## config.mk

```make
export PLATFORM = sky130hd
export DESIGN_NAME = clock_status_readback_monitor
export DESIGN_NICKNAME = d
export VERILOG_FILES = /design/src/inc/clock_status_pkg.sv /design/src/verilog/clock_status_readback_monitor.sv /design/src/verilog/half_rate_divider.sv
export SDC_FILE = /design/constraint.sdc
export NUM_CORES = 1
export LEC_CHECK = 0
export BUFFER_PORTS_ARGS = -buffer_cell sky130_fd_sc_hd__clkbuf_2
export CAP_MARGIN = 15
export CORE_ASPECT_RATIO = 0.7
export CORE_MARGIN = 10
export CORE_UTILIZATION = 54
export CTS_BUF_LIST = sky130_fd_sc_hd__clkbuf_2
export DETAILED_ROUTE_END_ITERATION = 6
export MAX_ROUTING_LAYER = met4
export PLACE_DENSITY = 0.86
export SYNTH_ARGS = -nofsm -noshare
export SYNTH_HDL_FRONTEND = slang
export SYNTH_SLANG_ARGS = --single-unit
```

## constraint.sdc

```tcl
create_clock -name clk -period 3.7 [get_ports clk]
set_input_delay 0.555 -clock clk [delete_from_list [all_inputs] [get_ports clk]]
set_output_delay 0.555 -clock clk [all_outputs]
set_load 0.03 [all_outputs]
```

## src/inc/clock_status_pkg.sv

```systemverilog
// Shared constants and carriers for the clock status readback block
package clock_status_pkg;

    // Register addresses of the control port space
    localparam int          ADDR_W            = 12;
    localparam logic [11:0] ADDR_PRESENCE     = 12'h22C;
    localparam logic [11:0] ADDR_HOLDOVER     = 12'h22D;
    localparam logic [11:0] ADDR_MON0_SEL     = 12'h230;

    // Field positions in the presence and lock register
    localparam int BIT_OUT_REF_OK   = 7;
    localparam int BIT_IN_FB_OK     = 6;
    localparam int BIT_VCXO_OK      = 5;
    localparam int BIT_TEST_REF_OK  = 4;
    localparam int BIT_SEC_REF_OK   = 3;
    localparam int BIT_PRI_REF_OK   = 2;
    localparam int BIT_OUT_LOCK     = 1;
    localparam int BIT_IN_LOCK      = 0;

    // Field positions in the holdover and selection register
    localparam int BIT_HOLDOVER     = 3;
    localparam int BIT_AUTO_SEC_SEL = 2;
    localparam int BIT_VCO_CAL      = 0;

    // Monitor selection field
    localparam int         SEL_W         = 6;
    localparam logic [7:0] MON0_SEL_RST  = 8'h00;

    // Monitor selection codes
    localparam logic [5:0] SEL_GND        = 6'h00;
    localparam logic [5:0] SEL_BOTH_LOCK  = 6'h01;
    localparam logic [5:0] SEL_IN_LOCK    = 6'h02;
    localparam logic [5:0] SEL_OUT_LOCK   = 6'h03;
    localparam logic [5:0] SEL_REFS_LOST  = 6'h04;
    localparam logic [5:0] SEL_LOST_OLOCK = 6'h05;
    localparam logic [5:0] SEL_SEC_CHOSEN = 6'h06;
    localparam logic [5:0] SEL_PRI_OK     = 6'h07;
    localparam logic [5:0] SEL_SEC_OK     = 6'h08;
    localparam logic [5:0] SEL_TEST_OK    = 6'h09;
    localparam logic [5:0] SEL_VCXO_OK    = 6'h0A;
    localparam logic [5:0] SEL_IN_FB_OK   = 6'h0B;
    localparam logic [5:0] SEL_OUT_REF_OK = 6'h0C;
    localparam logic [5:0] SEL_RESERVED   = 6'h0D;
    localparam logic [5:0] SEL_REFS_OK    = 6'h0E;
    localparam logic [5:0] SEL_ALL_OK     = 6'h0F;
    localparam logic [5:0] SEL_HALF_FB    = 6'h10;
    localparam logic [5:0] SEL_HALF_DN    = 6'h11;
    localparam logic [5:0] SEL_HALF_REF   = 6'h12;
    localparam logic [5:0] SEL_HALF_UP    = 6'h13;
    localparam logic [5:0] SEL_LAST_GND   = 6'h17;

    // Number of diagnostic signals that are halved in rate
    localparam int DIAG_N = 4;

    // Live status flags from the loops and reference logic
    typedef struct packed {
        logic out_ref_ok;     // Output loop reference clock present
        logic in_fb_ok;       // Input loop feedback clock present
        logic vcxo_ok;        // Oscillator clock present
        logic test_ref_ok;    // Test reference present
        logic sec_ref_ok;     // Secondary reference present
        logic pri_ref_ok;     // Primary reference present
        logic out_lock;       // Output synthesis loop locked
        logic in_lock;        // Input cleanup loop locked
        logic holdover;       // Holdover in effect
        logic auto_sec_sel;   // Automatic selection chose secondary
        logic vco_cal_busy;   // VCO calibration running
    } clock_status_s;

    // Diagnostic signals of the input cleanup loop
    typedef struct packed {
        logic up;             // Phase detector up pulse
        logic ref_clk;        // Reference at the phase detector
        logic down;           // Phase detector down pulse
        logic feedback;       // Feedback at the phase detector
    } diag_s;

    // One register request from the serial control port
    typedef struct packed {
        logic        rd;      // Read strobe
        logic        wr;      // Write strobe
        logic [11:0] addr;    // Register address
        logic [7:0]  wdata;   // Write data
    } reg_req_s;

endpackage

```

## src/verilog/clock_status_readback_monitor.sv

```systemverilog
// Clock status readback registers and status monitor pin multiplexer
//
// What this block does
// - Bit 7 shows output loop reference present
// - Bit 6 shows input loop feedback present
// - Bits 5..2 show VCXO, test, secondary, primary
// - Bits 1,0 show output, input loop lock
// - Second register bit 3 shows holdover
// - Bit 2 shows automatically chosen reference
// - Bit 0 shows VCO calibration running
// - Six-bit field picks monitor pin; zero drives low
// - Codes 1..3 give lock indications
// - Codes 4,5 give references lost conditions
// - Code 6 gives secondary chosen indication
// - Codes 7..12 give single presence flags
// - Code 13 reserved; 14,15 give combined presence
// - Codes 16..19 halved diagnostics; 20..23 low
`timescale 1ns/1ps
`default_nettype none

module clock_status_readback_monitor
    import clock_status_pkg::*;
#(
    parameter int DIAG_WIDTH = DIAG_N
)
(
    input  wire logic          clk,
    input  wire logic          rst,
    input  wire reg_req_s      reg_req,
    output logic        [7:0]  rd_data,
    output logic               rd_valid,
    input  wire clock_status_s status,
    input  wire diag_s         diag,
    output logic               monitor0
);

    // Whole state of this block
    typedef struct packed {
        logic [5:0] mon0_sel;   // Monitor pin selection field
        logic [7:0] rd_data;    // Held read answer
        logic       rd_valid;   // Answer marker, one cycle
        logic       monitor0;   // Registered monitor pin level
    } mon_state_s;

    mon_state_s       state_reg;    // Registered state
    mon_state_s       state_next;   // Next state
    logic [DIAG_WIDTH-1:0] diag_half; // Halved diagnostic signals
    logic [7:0]       presence_byte; // First readback image
    logic [7:0]       holdover_byte; // Second readback image
    logic             mon_level;    // Multiplexer output

    // Halved-rate copies of the loop diagnostics
    half_rate_divider #(
        .WIDTH    (DIAG_WIDTH)
    ) u_half (
        .clk      (clk),
        .rst      (rst),
        .sig_in   (diag),
        .half_out (diag_half)
    );

    // Image of the presence and lock register
    function automatic logic [7:0] presence_image(input clock_status_s s);
        logic [7:0] b;
        b                  = 8'h00;
        b[BIT_OUT_REF_OK]  = s.out_ref_ok;
        b[BIT_IN_FB_OK]    = s.in_fb_ok;
        b[BIT_VCXO_OK]     = s.vcxo_ok;
        b[BIT_TEST_REF_OK] = s.test_ref_ok;
        b[BIT_SEC_REF_OK]  = s.sec_ref_ok;
        b[BIT_PRI_REF_OK]  = s.pri_ref_ok;
        b[BIT_OUT_LOCK]    = s.out_lock;
        b[BIT_IN_LOCK]     = s.in_lock;
        return b;
    endfunction

    // Image of the holdover, selection and calibration register
    function automatic logic [7:0] holdover_image(input clock_status_s s);
        logic [7:0] b;
        // Reserved bits stay zero
        b                   = 8'h00;
        b[BIT_HOLDOVER]     = s.holdover;
        // Only meaningful under automatic selection; passed as is
        b[BIT_AUTO_SEC_SEL] = s.auto_sec_sel;
        b[BIT_VCO_CAL]      = s.vco_cal_busy;
        return b;
    endfunction

    // Both references gone
    function automatic logic refs_lost(input clock_status_s s);
        return ~s.pri_ref_ok & ~s.sec_ref_ok;
    endfunction

    assign presence_byte = presence_image(status);
    assign holdover_byte = holdover_image(status);

    // Monitor pin multiplexer
    always_comb
    begin
        mon_level = 1'b0;
        unique case (state_reg.mon0_sel)
            // Ground selection drives low
            SEL_GND:        mon_level = 1'b0;
            // Lock indications
            SEL_BOTH_LOCK:  mon_level = status.in_lock
                                        & status.out_lock;
            SEL_IN_LOCK:    mon_level = status.in_lock;
            SEL_OUT_LOCK:   mon_level = status.out_lock;
            // Reference loss
            SEL_REFS_LOST:  mon_level = refs_lost(status);
            SEL_LOST_OLOCK: mon_level = refs_lost(status)
                                        & status.out_lock;
            // Valid only while selection is automatic
            SEL_SEC_CHOSEN: mon_level = status.auto_sec_sel;
            // Single presence flags
            SEL_PRI_OK:     mon_level = status.pri_ref_ok;
            SEL_SEC_OK:     mon_level = status.sec_ref_ok;
            SEL_TEST_OK:    mon_level = status.test_ref_ok;
            SEL_VCXO_OK:    mon_level = status.vcxo_ok;
            SEL_IN_FB_OK:   mon_level = status.in_fb_ok;
            SEL_OUT_REF_OK: mon_level = status.out_ref_ok;
            // Reserved code kept quiet rather than guessed
            SEL_RESERVED:   mon_level = 1'b0;
            SEL_REFS_OK:    mon_level = status.pri_ref_ok
                                        & status.sec_ref_ok;
            // Test reference deliberately left out
            SEL_ALL_OK:     mon_level = status.pri_ref_ok
                                        & status.sec_ref_ok
                                        & status.vcxo_ok
                                        & status.in_fb_ok
                                        & status.out_ref_ok;
            // Halved diagnostics, bit order follows diag_s
            SEL_HALF_FB:    mon_level = diag_half[0];
            SEL_HALF_DN:    mon_level = diag_half[1];
            SEL_HALF_REF:   mon_level = diag_half[2];
            SEL_HALF_UP:    mon_level = diag_half[3];
            // Codes 20 to 23, and illegal codes above 23, drive low
            default:        mon_level = 1'b0;
        endcase
    end

    // Register access and pin update
    always_comb
    begin
        state_next          = state_reg;
        state_next.rd_valid = 1'b0;
        state_next.monitor0 = mon_level;
        // Writes: only the selection register is writable
        if (reg_req.wr)
        begin
            if (reg_req.addr == ADDR_MON0_SEL)
            begin
                // Upper two bits reserved and dropped
                state_next.mon0_sel = reg_req.wdata[SEL_W-1:0];
            end
            // Readback addresses take no write
        end
        // Reads: answer one cycle later; unmapped reads zero
        if (reg_req.rd)
        begin
            state_next.rd_valid = 1'b1;
            unique case (reg_req.addr)
                ADDR_PRESENCE: state_next.rd_data = presence_byte;
                ADDR_HOLDOVER: state_next.rd_data = holdover_byte;
                ADDR_MON0_SEL: state_next.rd_data =
                                   {2'b00, state_reg.mon0_sel};
                default:       state_next.rd_data = 8'h00;
            endcase
        end
    end

    // State register; selection resets to ground
    always_ff @(posedge clk)
    begin
        if (rst)
        begin
            state_reg          <= '0;
            state_reg.mon0_sel <= MON0_SEL_RST[SEL_W-1:0];
        end
        else
        begin
            state_reg <= state_next;
        end
    end

    // Outputs straight from flip-flops
    assign rd_data  = state_reg.rd_data;
    assign rd_valid = state_reg.rd_valid;
    assign monitor0 = state_reg.monitor0;

endmodule

`default_nettype wire

```

## src/verilog/half_rate_divider.sv

```systemverilog
// Divide-by-two of several synchronous diagnostic signals
`timescale 1ns/1ps
`default_nettype none

module half_rate_divider
    import clock_status_pkg::*;
#(
    parameter int WIDTH = DIAG_N
)
(
    input  wire logic             clk,
    input  wire logic             rst,
    input  wire logic [WIDTH-1:0] sig_in,
    output logic      [WIDTH-1:0] half_out
);

    // Whole state of the divider
    typedef struct packed {
        logic [WIDTH-1:0] prev;   // Last sample of each input
        logic [WIDTH-1:0] half;   // Toggle outputs
    } div_state_s;

    div_state_s       state_reg;  // Registered state
    div_state_s       state_next; // Next state
    logic [WIDTH-1:0] rise;       // Rising edge per input

    // One edge detector per input; each toggles its own half-rate copy
    genvar i;
    generate
        for (i = 0; i < WIDTH; i++)
        begin : g_edge
            assign rise[i] = sig_in[i] & ~state_reg.prev[i];
        end
    endgenerate

    // Next state: sample inputs, toggle on each rising edge
    always_comb
    begin
        state_next      = state_reg;
        state_next.prev = sig_in;
        state_next.half = state_reg.half ^ rise;
    end

    // State register
    always_ff @(posedge clk)
    begin
        if (rst)
        begin
            state_reg <= '0;
        end
        else
        begin
            state_reg <= state_next;
        end
    end

    assign half_out = state_reg.half;

endmodule

`default_nettype wire

```

==> results.toml, run 1 <==
[run_status]
outcome = "complete, no violations"

[floorplan]
num_rows = 14
ios = 49
die_h_um = 61.5
core_area_um2 = 2240
fp.dieW_um = 79.3
dieArea_um2 = 4880
initial_core_util_pct = 59.3

[sta]
worst_slew_pin_slew_ps = 556
skew_ps = 1.04
fin_crit_sh_pct = 50.4
post-route-min-period_ps = 1870
rsz0062_at_grt = "false"
setup_viol = 0
slew-limit-headroom_pct = 62.7
slew_viol_final = 0
hold_viol = 0
fmax_ghz = 0.536
finalSetupTns_ps = 0

[layout]
diodes = 0
largest_reg_flops = 8
fillers = 198
syn2layout_area_growth_pct = 16.1
finalNetCount = 230
drive_gt1_share_pct = 31.6

[cts]
cts_tree = "yes"
cts_inserted_buffers = 3
h-tree-depth = 1
postCtsHoldBufs = 0
cts_resized = 0
cts_max_path_buffers = 2
path_clk_slew_ps = 220
ctsRootBufferMaster = "clkbuf_2"
worstSkewPairLatency_ps = 340
post_cts_buffers = 0
cts.sinks = 24

[global_routing]
antenna_found_initial = 0
grt_util_all_layers_pct = 14.8
overflow = 0
grt_pass1_wl_um = 5580
grt_pass1_vias = 1223
grt_max_degree = 24

[critical_path]
crit_family = "simple AND/OR/NAND/NOR gates"
timing.rr.end = "monitor0"
crit_path_max_fanout = 6
cp.buffers_inverters = 1
worstSetupPathType = "in -> reg"
startpoint_type = "primary input"
crit_chain = "clkbuf_2 -> or4b_1 -> or4_4 -> o21ai_1 -> a21oi_1"
endpoint_kind = "flip-flop"
reg2reg_from = "state_reg[11]"
rrSetupSlack_ps = 2030
critPathArrivalTime_ps = 2110
cp_slowest_cell = "or4b_1"
slowest_delay_ps = 650
worstPathRequired_ps = 3940
r2r_cells = 4

[synthesis]
synth_top_family_by_area = "simple AND/OR/NAND/NOR gates"
synth_area_leaders = "dfxtp_1, buf_4, nor2b_1"
async_flop_share_pct = 0
yosys.area_share.simple_pct = 28.8
synth.area.mux_share_pct = 4.99
yosysTopAreaCellShare_pct = 36.1
synth_fa_ha_area_share_pct = 0
synth_compound_area_share_pct = 19.3
syn_avg_cell_area_um2 = 8.47
ys_ff_latch = 24
synth_edf_count = 0
synth_warnings = 0
synth_xor_area_share_pct = 2.63
synthFlopType = "dfxtp_1"
synth_top_area_cell = "dfxtp_1"
syn_nets = 196
synth_seq_area_share_pct = 36.1
synth_cells = 157
ys_types = 41
syn_area_um2 = 1330

[hold_path]
min_path_type = "in -> reg"
hold_path_end = "state_reg[11]"
whs_path_depth = 3
hp-start = "reg_req[1]"

[detailed_routing]
remaining_drc_errors = 0
wl_per_cell_um = 15.9
via_per_inst = 5.77
wl_um = 3530
dr.first_iter.drc_count = 189
first_pass_iters = 4
num_vias = 1282
ant_nets = 0

[power_and_ir_drop]
power.density_nw_per_um2 = 325
totalPowerFinal_mw = 0.502
p_leak_nw = 0.603
peakVddDrop_uv = 262

[run]
drv_cap = 0

[placement]
hpwlAfterDp_um = 2830
gp_congestion = 0.904
io_buffer_count = 46
stage by stage:
step	hold WS (ps)	std cells	util, %	setup slack (ps)	instance area, µm²
floorplan	430	157	-	1620	1330
global placement	440	218	66.9	1510	1500
detailed placement	452	218	66.9	1460	1500
CTS	411	222	68.9	1850	1540
global route	356	222	68.9	1800	1540
finish	415	222	68.9	1830	1540
kinds of logic (layout without fill, tap and decap cells):
family,after synthesis,in the layout
simple gates,65,65
compound gates,40,40
flops,24,24
buf+inv,19,52
mux,5,5
xor+xnor,4,4
placed cells by master (no fill, tap or decap), types with 2 or more instances in the layout:
cell type,n
a21oi_1,11
a22o_1,3
a22oi_1,3
a31oi_1,2
a32oi_1,3
and4b_1,2
clkbuf_2,49
dfxtp_1,24
inv_1,2
mux2_2,3
nand2_1,9
nand3_1,11
nand3b_1,3
nor2_1,14
nor2b_1,9
nor3_1,4
nor4_1,2
o21ai_0,2
o21ai_1,9
or4b_1,2
xnor2_1,4
Yosys cell counts (2+ instances only):
cell type / count
a21oi_1: 11
a22o_1: 3
a22oi_1: 3
a31oi_1: 2
a32oi_1: 3
and4b_1: 2
buf_4: 8
clkbuf_1: 8
dfxtp_1: 24
inv_1: 2
mux2_2: 3
nand2_1: 9
nand3_1: 11
nand3b_1: 3
nor2_1: 14
nor2b_1: 9
nor3_1: 4
nor4_1: 2
o21ai_0: 2
o21ai_1: 9
or4b_1: 2
xnor2_1: 4
how the worst max path moves through the flow:
stage,startpoint,end,slack (ps),depth (start not counted)
2_1_floorplan,reg_req[16],state_reg[12],1620,5
3_3_place_gp,reg_req[16],state_reg[10],1510,5
3_5_place_dp,reg_req[16],state_reg[15],1460,5
4_1_cts,reg_req[16],state_reg[15],1850,5
5_1_grt,reg_req[16],state_reg[13],1800,5
6_report,reg_req[16],state_reg[15],1830,5
worst register-to-register path, stage by stage (launching register included):
cell and delay [ps]:
dfxtp_1 630, mux4_2 550, and4b_1 190, a21oi_1 130, a31oi_1 80
where the power goes:
group          total, mW  internal (mW)  switching (mW)  leakage [nW]
Clock              0.171         0.0931          0.0780        0.0266
Sequential         0.271          0.267         0.00440         0.196
Combinational     0.0599         0.0298          0.0301         0.380
metal layers:
metal	part of all wire, %	wire (µm)	global-route usage, %	vias up
met5	0	0	-	-
met4	1.0	37	3.82	0
met3	7.1	250	4.80	4
met2	49	1740	24.8	46
met1	42	1500	16.8	601
li1	-	-	-	631
area by class of cell:
cell class	count	area, µm²	area share, %
Multi-Input combinational cell	114	741	48.0
Sequential cell	24	480	31.1
Timing Repair Buffer	46	230	14.9
Tap cell	32	40.0	2.59
Clock inverter	1	30.0	1.94
Clock buffer	3	15.0	0.972
Inverter	2	7.51	0.486
Note: power is estimated with default switching activity, not from simulation.
==> inputs of run 2 (changes only) <==
--- a/config.mk
+++ b/config.mk
@@ -5,15 +5,16 @@
 export SDC_FILE = /design/constraint.sdc
 export NUM_CORES = 1
 export LEC_CHECK = 0
+export ABC_AREA = 1
 export BUFFER_PORTS_ARGS = -buffer_cell sky130_fd_sc_hd__clkbuf_2
 export CAP_MARGIN = 15
 export CORE_ASPECT_RATIO = 0.7
 export CORE_MARGIN = 10
-export CORE_UTILIZATION = 54
+export CORE_UTILIZATION = 52
 export CTS_BUF_LIST = sky130_fd_sc_hd__clkbuf_2
 export DETAILED_ROUTE_END_ITERATION = 6
 export MAX_ROUTING_LAYER = met4
-export PLACE_DENSITY = 0.86
+export PLACE_DENSITY = 0.82
 export SYNTH_ARGS = -nofsm -noshare
 export SYNTH_HDL_FRONTEND = slang
 export SYNTH_SLANG_ARGS = --single-unit
==> constraint.sdc (replaced) <==
create_clock -name clk -period 1.95 [get_ports clk]
set_input_delay 0.2925 -clock clk [delete_from_list [all_inputs] [get_ports clk]]
set_output_delay 0.2925 -clock clk [all_outputs]
set_load 0.03 [all_outputs]
==> results.toml, run 2 <==
[layout]
finalNetCount = 311
layout_commonest_cell = "nand2_1"
layout_common_cells = "nand2_1, clkbuf_2, nor2_1"
final-instance-count-excl-fill = 305
largest_reg_flops = 8
syn2layout_area_growth_pct = 15.4
drive_gt1_share_pct = 21.8
diodes = 0
fin_area_um2 = 1670

[placement]
hpwlAfterDp_um = 2970
gp_congestion = 0.931
post-place-cells = 301
placed_area_um2 = 1630
io_buffer_count = 46

[power_and_ir_drop]
peakVddDrop_uv = 425
p_leak_nw = 0.802
power.density_nw_per_um2 = 568

[sta]
slew_viol_final = 0
fin_crit_sh_pct = 68.1
hold_viol = 0
skew_ps = 19.2
rsz0062_at_grt = "false"
setup_viol = 0
worst_slew_pin_slew_ps = 437
fmax_ghz = 0.754
finalSetupTns_ps = 0
slew-limit-headroom_pct = 70.8
post-route-min-period_ps = 1330

[critical_path]
endpoint_kind = "flip-flop"
worstPathRequired_ps = 2230
timing.rr.end = "monitor0"
critPathArrivalTime_ps = 1600
r2r_cells = 9
crit_path_max_fanout = 8
rrSetupSlack_ps = 620
reg2reg_from = "state_reg[13]"
worstSetupPathType = "reg -> reg"
startpoint_type = "flip-flop"

[synthesis]
synth_seq_area_share_pct = 33.1
synth_cells = 235
synth_top_area_cell = "dfxtp_1"
synthFlopType = "dfxtp_1"
ys_types = 20
syn_area_um2 = 1450
syn_avg_cell_area_um2 = 6.17
async_flop_share_pct = 0
synth_warnings = 0
synth_edf_count = 0
ys_ff_latch = 24
synth_commonest_cells = "nand2_1, nor2_1, inv_1"
yosysTopAreaCellShare_pct = 33.1
syn_nets = 274
post-synth-top-count-cell = "nand2_1"
synth_area_leaders = "dfxtp_1, nand2_1, nand3_1"

[detailed_routing]
ant_nets = 0
wl_per_cell_um = 11.6
dr.first_iter.drc_count = 76
via_per_inst = 4.91
num_vias = 1499
first_pass_iters = 4
wl_um = 3550
remaining_drc_errors = 0

[run]
drv_cap = 0

[floorplan]
ios = 49
fp.dieW_um = 83.1
core_area_um2 = 2550
num_rows = 15
die_h_um = 64.2
initial_core_util_pct = 56.8
dieArea_um2 = 5340

[hold_path]
min_path_type = "in -> reg"
hold_path_end = "u_half.state_reg[6]"
hp-start = "diag[2]"
whs_path_depth = 3

[global_routing]
overflow = 0
grt_pass1_wl_um = 5810
grt_pass1_vias = 1348
top_usage_layer = "met2"
grt_max_degree = 17
grt_util_all_layers_pct = 13.0
grtUsageMet2_pct = 18.9
antenna_found_initial = 0
gr-usage-met3_pct = 5.32
use_met1_pct = 16.5

[cts]
path_clk_slew_ps = 230
cts_resized = 0
h-tree-depth = 1
cts_max_path_buffers = 2
cts_inserted_buffers = 3
worstSkewPairLatency_ps = 360
ctsRootBufferMaster = "clkbuf_2"
cts_tree = "yes"
postCtsHoldBufs = 0
cts.sinks = 24
post_cts_buffers = 0

[run_status]
outcome = "complete, no violations"
[run 2: changes by cell type in the layout (fill, tap and decap cells not counted), sizes merged, moves of 4 or more]
cell,before,now
nor2b,9,0
nor2,14,37
nand2,9,56
a21oi,11,19
nand4,0,5
inv,2,32
xnor2,4,0
nand3,11,28
[run 2: metal layers]
layer / up-vias / wire (µm)
li1: 817 / -
met1: 630 / 1700
met4: 0 / 8
met5: - / 0
met3: 2 / 278
met2: 50 / 1560
[run 2: final cells by class]
cell class / count / area, µm²
fill: 261 / 878
multi-input combinational: 163 / 744
sequential: 24 / 480
timing repair buffer: 47 / 238
inverter: 33 / 124
tap: 34 / 42.5
clock inverter: 1 / 30.0
clock buffer: 3 / 15.0
[run 2: power breakdown]
group          switching [mW]  total, mW  internal, mW  leakage, nW
registers             0.00600      0.510         0.504        0.196
logic                  0.0649      0.112        0.0466        0.580
clock network           0.152      0.329         0.177       0.0266
[run 2: how the worst max path moves through the flow]
stage,depth (start not counted),start,slack [ps],to
2_1_floorplan,9,reg_req[18],790,state_reg[11]
6_report,9,state_reg[13],620,monitor0
5_1_grt,8,state_reg[10],470,monitor0
3_3_place_gp,6,reg_req[9],350,state_reg[15]
4_1_cts,9,state_reg[13],640,monitor0
3_5_place_dp,6,reg_req[9],350,state_reg[14]
[run 2: worst max-delay path, cell delays in order (launching register included)]
cell and delay, ps:
dfxtp_1 550, inv_1 110, nand2_1 100, nor2_1 50
nand3_1 70, nand2_1 60, nor2_1 100, nand3_1 90
nor2_1 90, nor2_1 50
[run 2: kinds of logic after synthesis]
family	synth area share, %
buffers and inverters	15.5
flip-flops	33.1
AO/OA/AOI/OAI	11.0
AND/OR/NAND/NOR	40.4
[run 2: per-stage QoR]
step | power (mW) | setup slack, ps | hold WS (ps) | utilization [%]
after floorplan | 0.576 | 790 | 399 | -
after global routing | 0.992 | 465 | 86.5 | 65.6
after global placement | 0.628 | 350 | 455 | 63.8
after CTS | 0.955 | 639 | 100 | 65.6
final | 0.951 | 623 | 114 | 65.6
after detailed placement | 0.631 | 347 | 459 | 63.8
==> inputs of run 3 (changes only) <==
--- a/config.mk
+++ b/config.mk
@@ -5,16 +5,16 @@
 export SDC_FILE = /design/constraint.sdc
 export NUM_CORES = 1
 export LEC_CHECK = 0
-export ABC_AREA = 1
+export ABC_AREA = 0
 export BUFFER_PORTS_ARGS = -buffer_cell sky130_fd_sc_hd__clkbuf_2
 export CAP_MARGIN = 15
 export CORE_ASPECT_RATIO = 0.7
 export CORE_MARGIN = 10
-export CORE_UTILIZATION = 52
+export CORE_UTILIZATION = 46
 export CTS_BUF_LIST = sky130_fd_sc_hd__clkbuf_2
 export DETAILED_ROUTE_END_ITERATION = 6
 export MAX_ROUTING_LAYER = met4
-export PLACE_DENSITY = 0.82
+export PLACE_DENSITY = 0.78
 export SYNTH_ARGS = -nofsm -noshare
 export SYNTH_HDL_FRONTEND = slang
 export SYNTH_SLANG_ARGS = --single-unit
==> constraint.sdc (replaced) <==
create_clock -name clk -period 1.2 [get_ports clk]
set_input_delay 0.18 -clock clk [delete_from_list [all_inputs] [get_ports clk]]
set_output_delay 0.18 -clock clk [all_outputs]
set_load 0.03 [all_outputs]
==> results.toml, run 3 (same netlist as run 1, synthesis figures left out) <==
[global_routing]
grt_max_degree = 17
antenna_found_initial = 0
grt_pass1_vias = 1493
grt_util_all_layers_pct = 16.0
grt_pass1_wl_um = 7110
overflow = 0

[critical_path]
cp_slowest_cell = "mux4_2"
worstSetupPathType = "reg -> reg"
timing.rr.end = "monitor0"
critPathArrivalTime_ps = 1650
crit_chain = "mux4_2 -> and4b_1 -> a21oi_2 -> a31oi_1"
r2r_cells = 4
startpoint_type = "flip-flop"
endpoint_kind = "flip-flop"
rrSetupSlack_ps = -210
slowest_delay_ps = 500
cp.buffers_inverters = 0
worstPathRequired_ps = 1440
crit_family = "multiplexers"
crit_path_max_fanout = 6
reg2reg_from = "state_reg[11]"

[layout]
final_util_pct = 68.2
syn2layout_area_growth_pct = 42.7
layout_common_cells = "clkbuf_2, buf_4, dfxtp_1"
largest_reg_flops = 8
layout_commonest_cell = "clkbuf_2"
finalNetCount = 260
drive_gt1_share_pct = 49.1
diodes = 0
fin_area_um2 = 1900

[cts]
ctsRootBufferMaster = "clkbuf_2"
cts.sinks = 24
path_clk_slew_ps = 220
h-tree-depth = 1
worstSkewPairLatency_ps = 340
cts_inserted_buffers = 3
cts_tree = "yes"
cts_max_path_buffers = 2

[hold_path]
hold_path_end = "state_reg[13]"
whs_path_depth = 3
min_path_type = "in -> reg"
hp-start = "reg_req[3]"

[floorplan]
num_rows = 16
die_h_um = 65.0
ios = 49
dieArea_um2 = 5480
fp.dieW_um = 84.3
core_area_um2 = 2780
initial_core_util_pct = 47.8

[placement]
gp_congestion = 0.897
hpwlAfterDp_um = 3310
io_buffer_count = 46
placed_area_um2 = 1700
place_worst_setup_slack_ps = -556

[detailed_routing]
num_vias = 1466
dr.first_iter.drc_count = 126
via_per_inst = 5.73
remaining_drc_errors = 0
wl_um = 4410
ant_nets = 0
wl_per_cell_um = 17.2
first_pass_iters = 4

[sta]
worst_slew_pin_slew_ps = 390
finalSetupTns_ps = -1910
finalWorstSetupSlack_ps = -212
slew-limit-headroom_pct = 74.0
rsz0062_at_grt = "true"
setup_viol = 15
fmax_ghz = 0.708
fin_crit_sh_pct = 118
post-route-min-period_ps = 1410
skew_ps = 7.23
hold_viol = 0
slew_viol_final = 0

[power_and_ir_drop]
power.density_nw_per_um2 = 848
p_leak_nw = 0.778
peakVddDrop_uv = 578

[run_status]
outcome = "finished with violations"
violations = "setup timing"

[run]
drv_cap = 0
-- run 3: cell types whose count changed in the layout (fill, tap and decap cells not counted), sizes merged, moves of 4 or more --
cell	before	now
a21oi	19	11
buf	1	30
inv	32	2
nand2	56	9
nand3	28	11
nand4	5	0
nor2	37	14
nor2b	0	9
xnor2	0	4
-- run 3: final cells by class --
cell class                 count  area, µm²
clock buffer                   3       15.0
clock inverter                 1       30.0
fill                         220        885
inverter                       2       7.51
multi-input combinational    114        846
sequential                    24        485
tap                           36       45.0
timing repair buffer          76        469
-- run 3: per-layer routing --
layer	part of all wire (%)	global-route usage, %
met1	40	17.8
met2	51	27.3
met3	5.4	3.37
met4	3.1	7.29
met5	0	-
-- run 3: repair_timing --
action                                  in CTS  in global routing
setup buffers                                1                  1
gates cloned                                 1                  0
endpoints found under the hold margin        0                  1
endpoints found under the setup margin      15                 16
pin swaps                                    8                 10
hold buffers                                 0                  1
resized for setup                           17                 14
-- run 3: worst max-delay path by stage --
stage	from	to	slack, ps	depth (start not counted)
floorplan	reg_req[16]	state_reg[12]	-490	5
global placement	reg_req[16]	state_reg[12]	-480	5
detailed placement	reg_req[16]	state_reg[12]	-560	5
CTS	state_reg[11]	monitor0	-210	4
global route	state_reg[11]	monitor0	-280	4
finish	state_reg[11]	monitor0	-210	4
-- run 3: tightest hold or removal path, stage by stage --
cell and delay (ps):
clkbuf_2 80, nand3_1 50, a21oi_1 50
-- run 3: metrics by stage --
stage	hold WS, ps	cells	power (mW)
2_1_floorplan	308	157	0.948
3_3_place_gp	405	248	1.07
3_5_place_dp	413	248	1.08
4_1_cts	22.7	254	1.61
5_1_grt	1.23	256	1.68
6_report	35.4	256	1.61
-- run 3: power by group --
part / switching [mW] / leakage, nW / internal, mW
combinational: 0.120 / 0.554 / 0.133
sequential: 0.00983 / 0.197 / 0.820
clock: 0.239 / 0.0266 / 0.287
total: 0.369 / 0.778 / 1.24
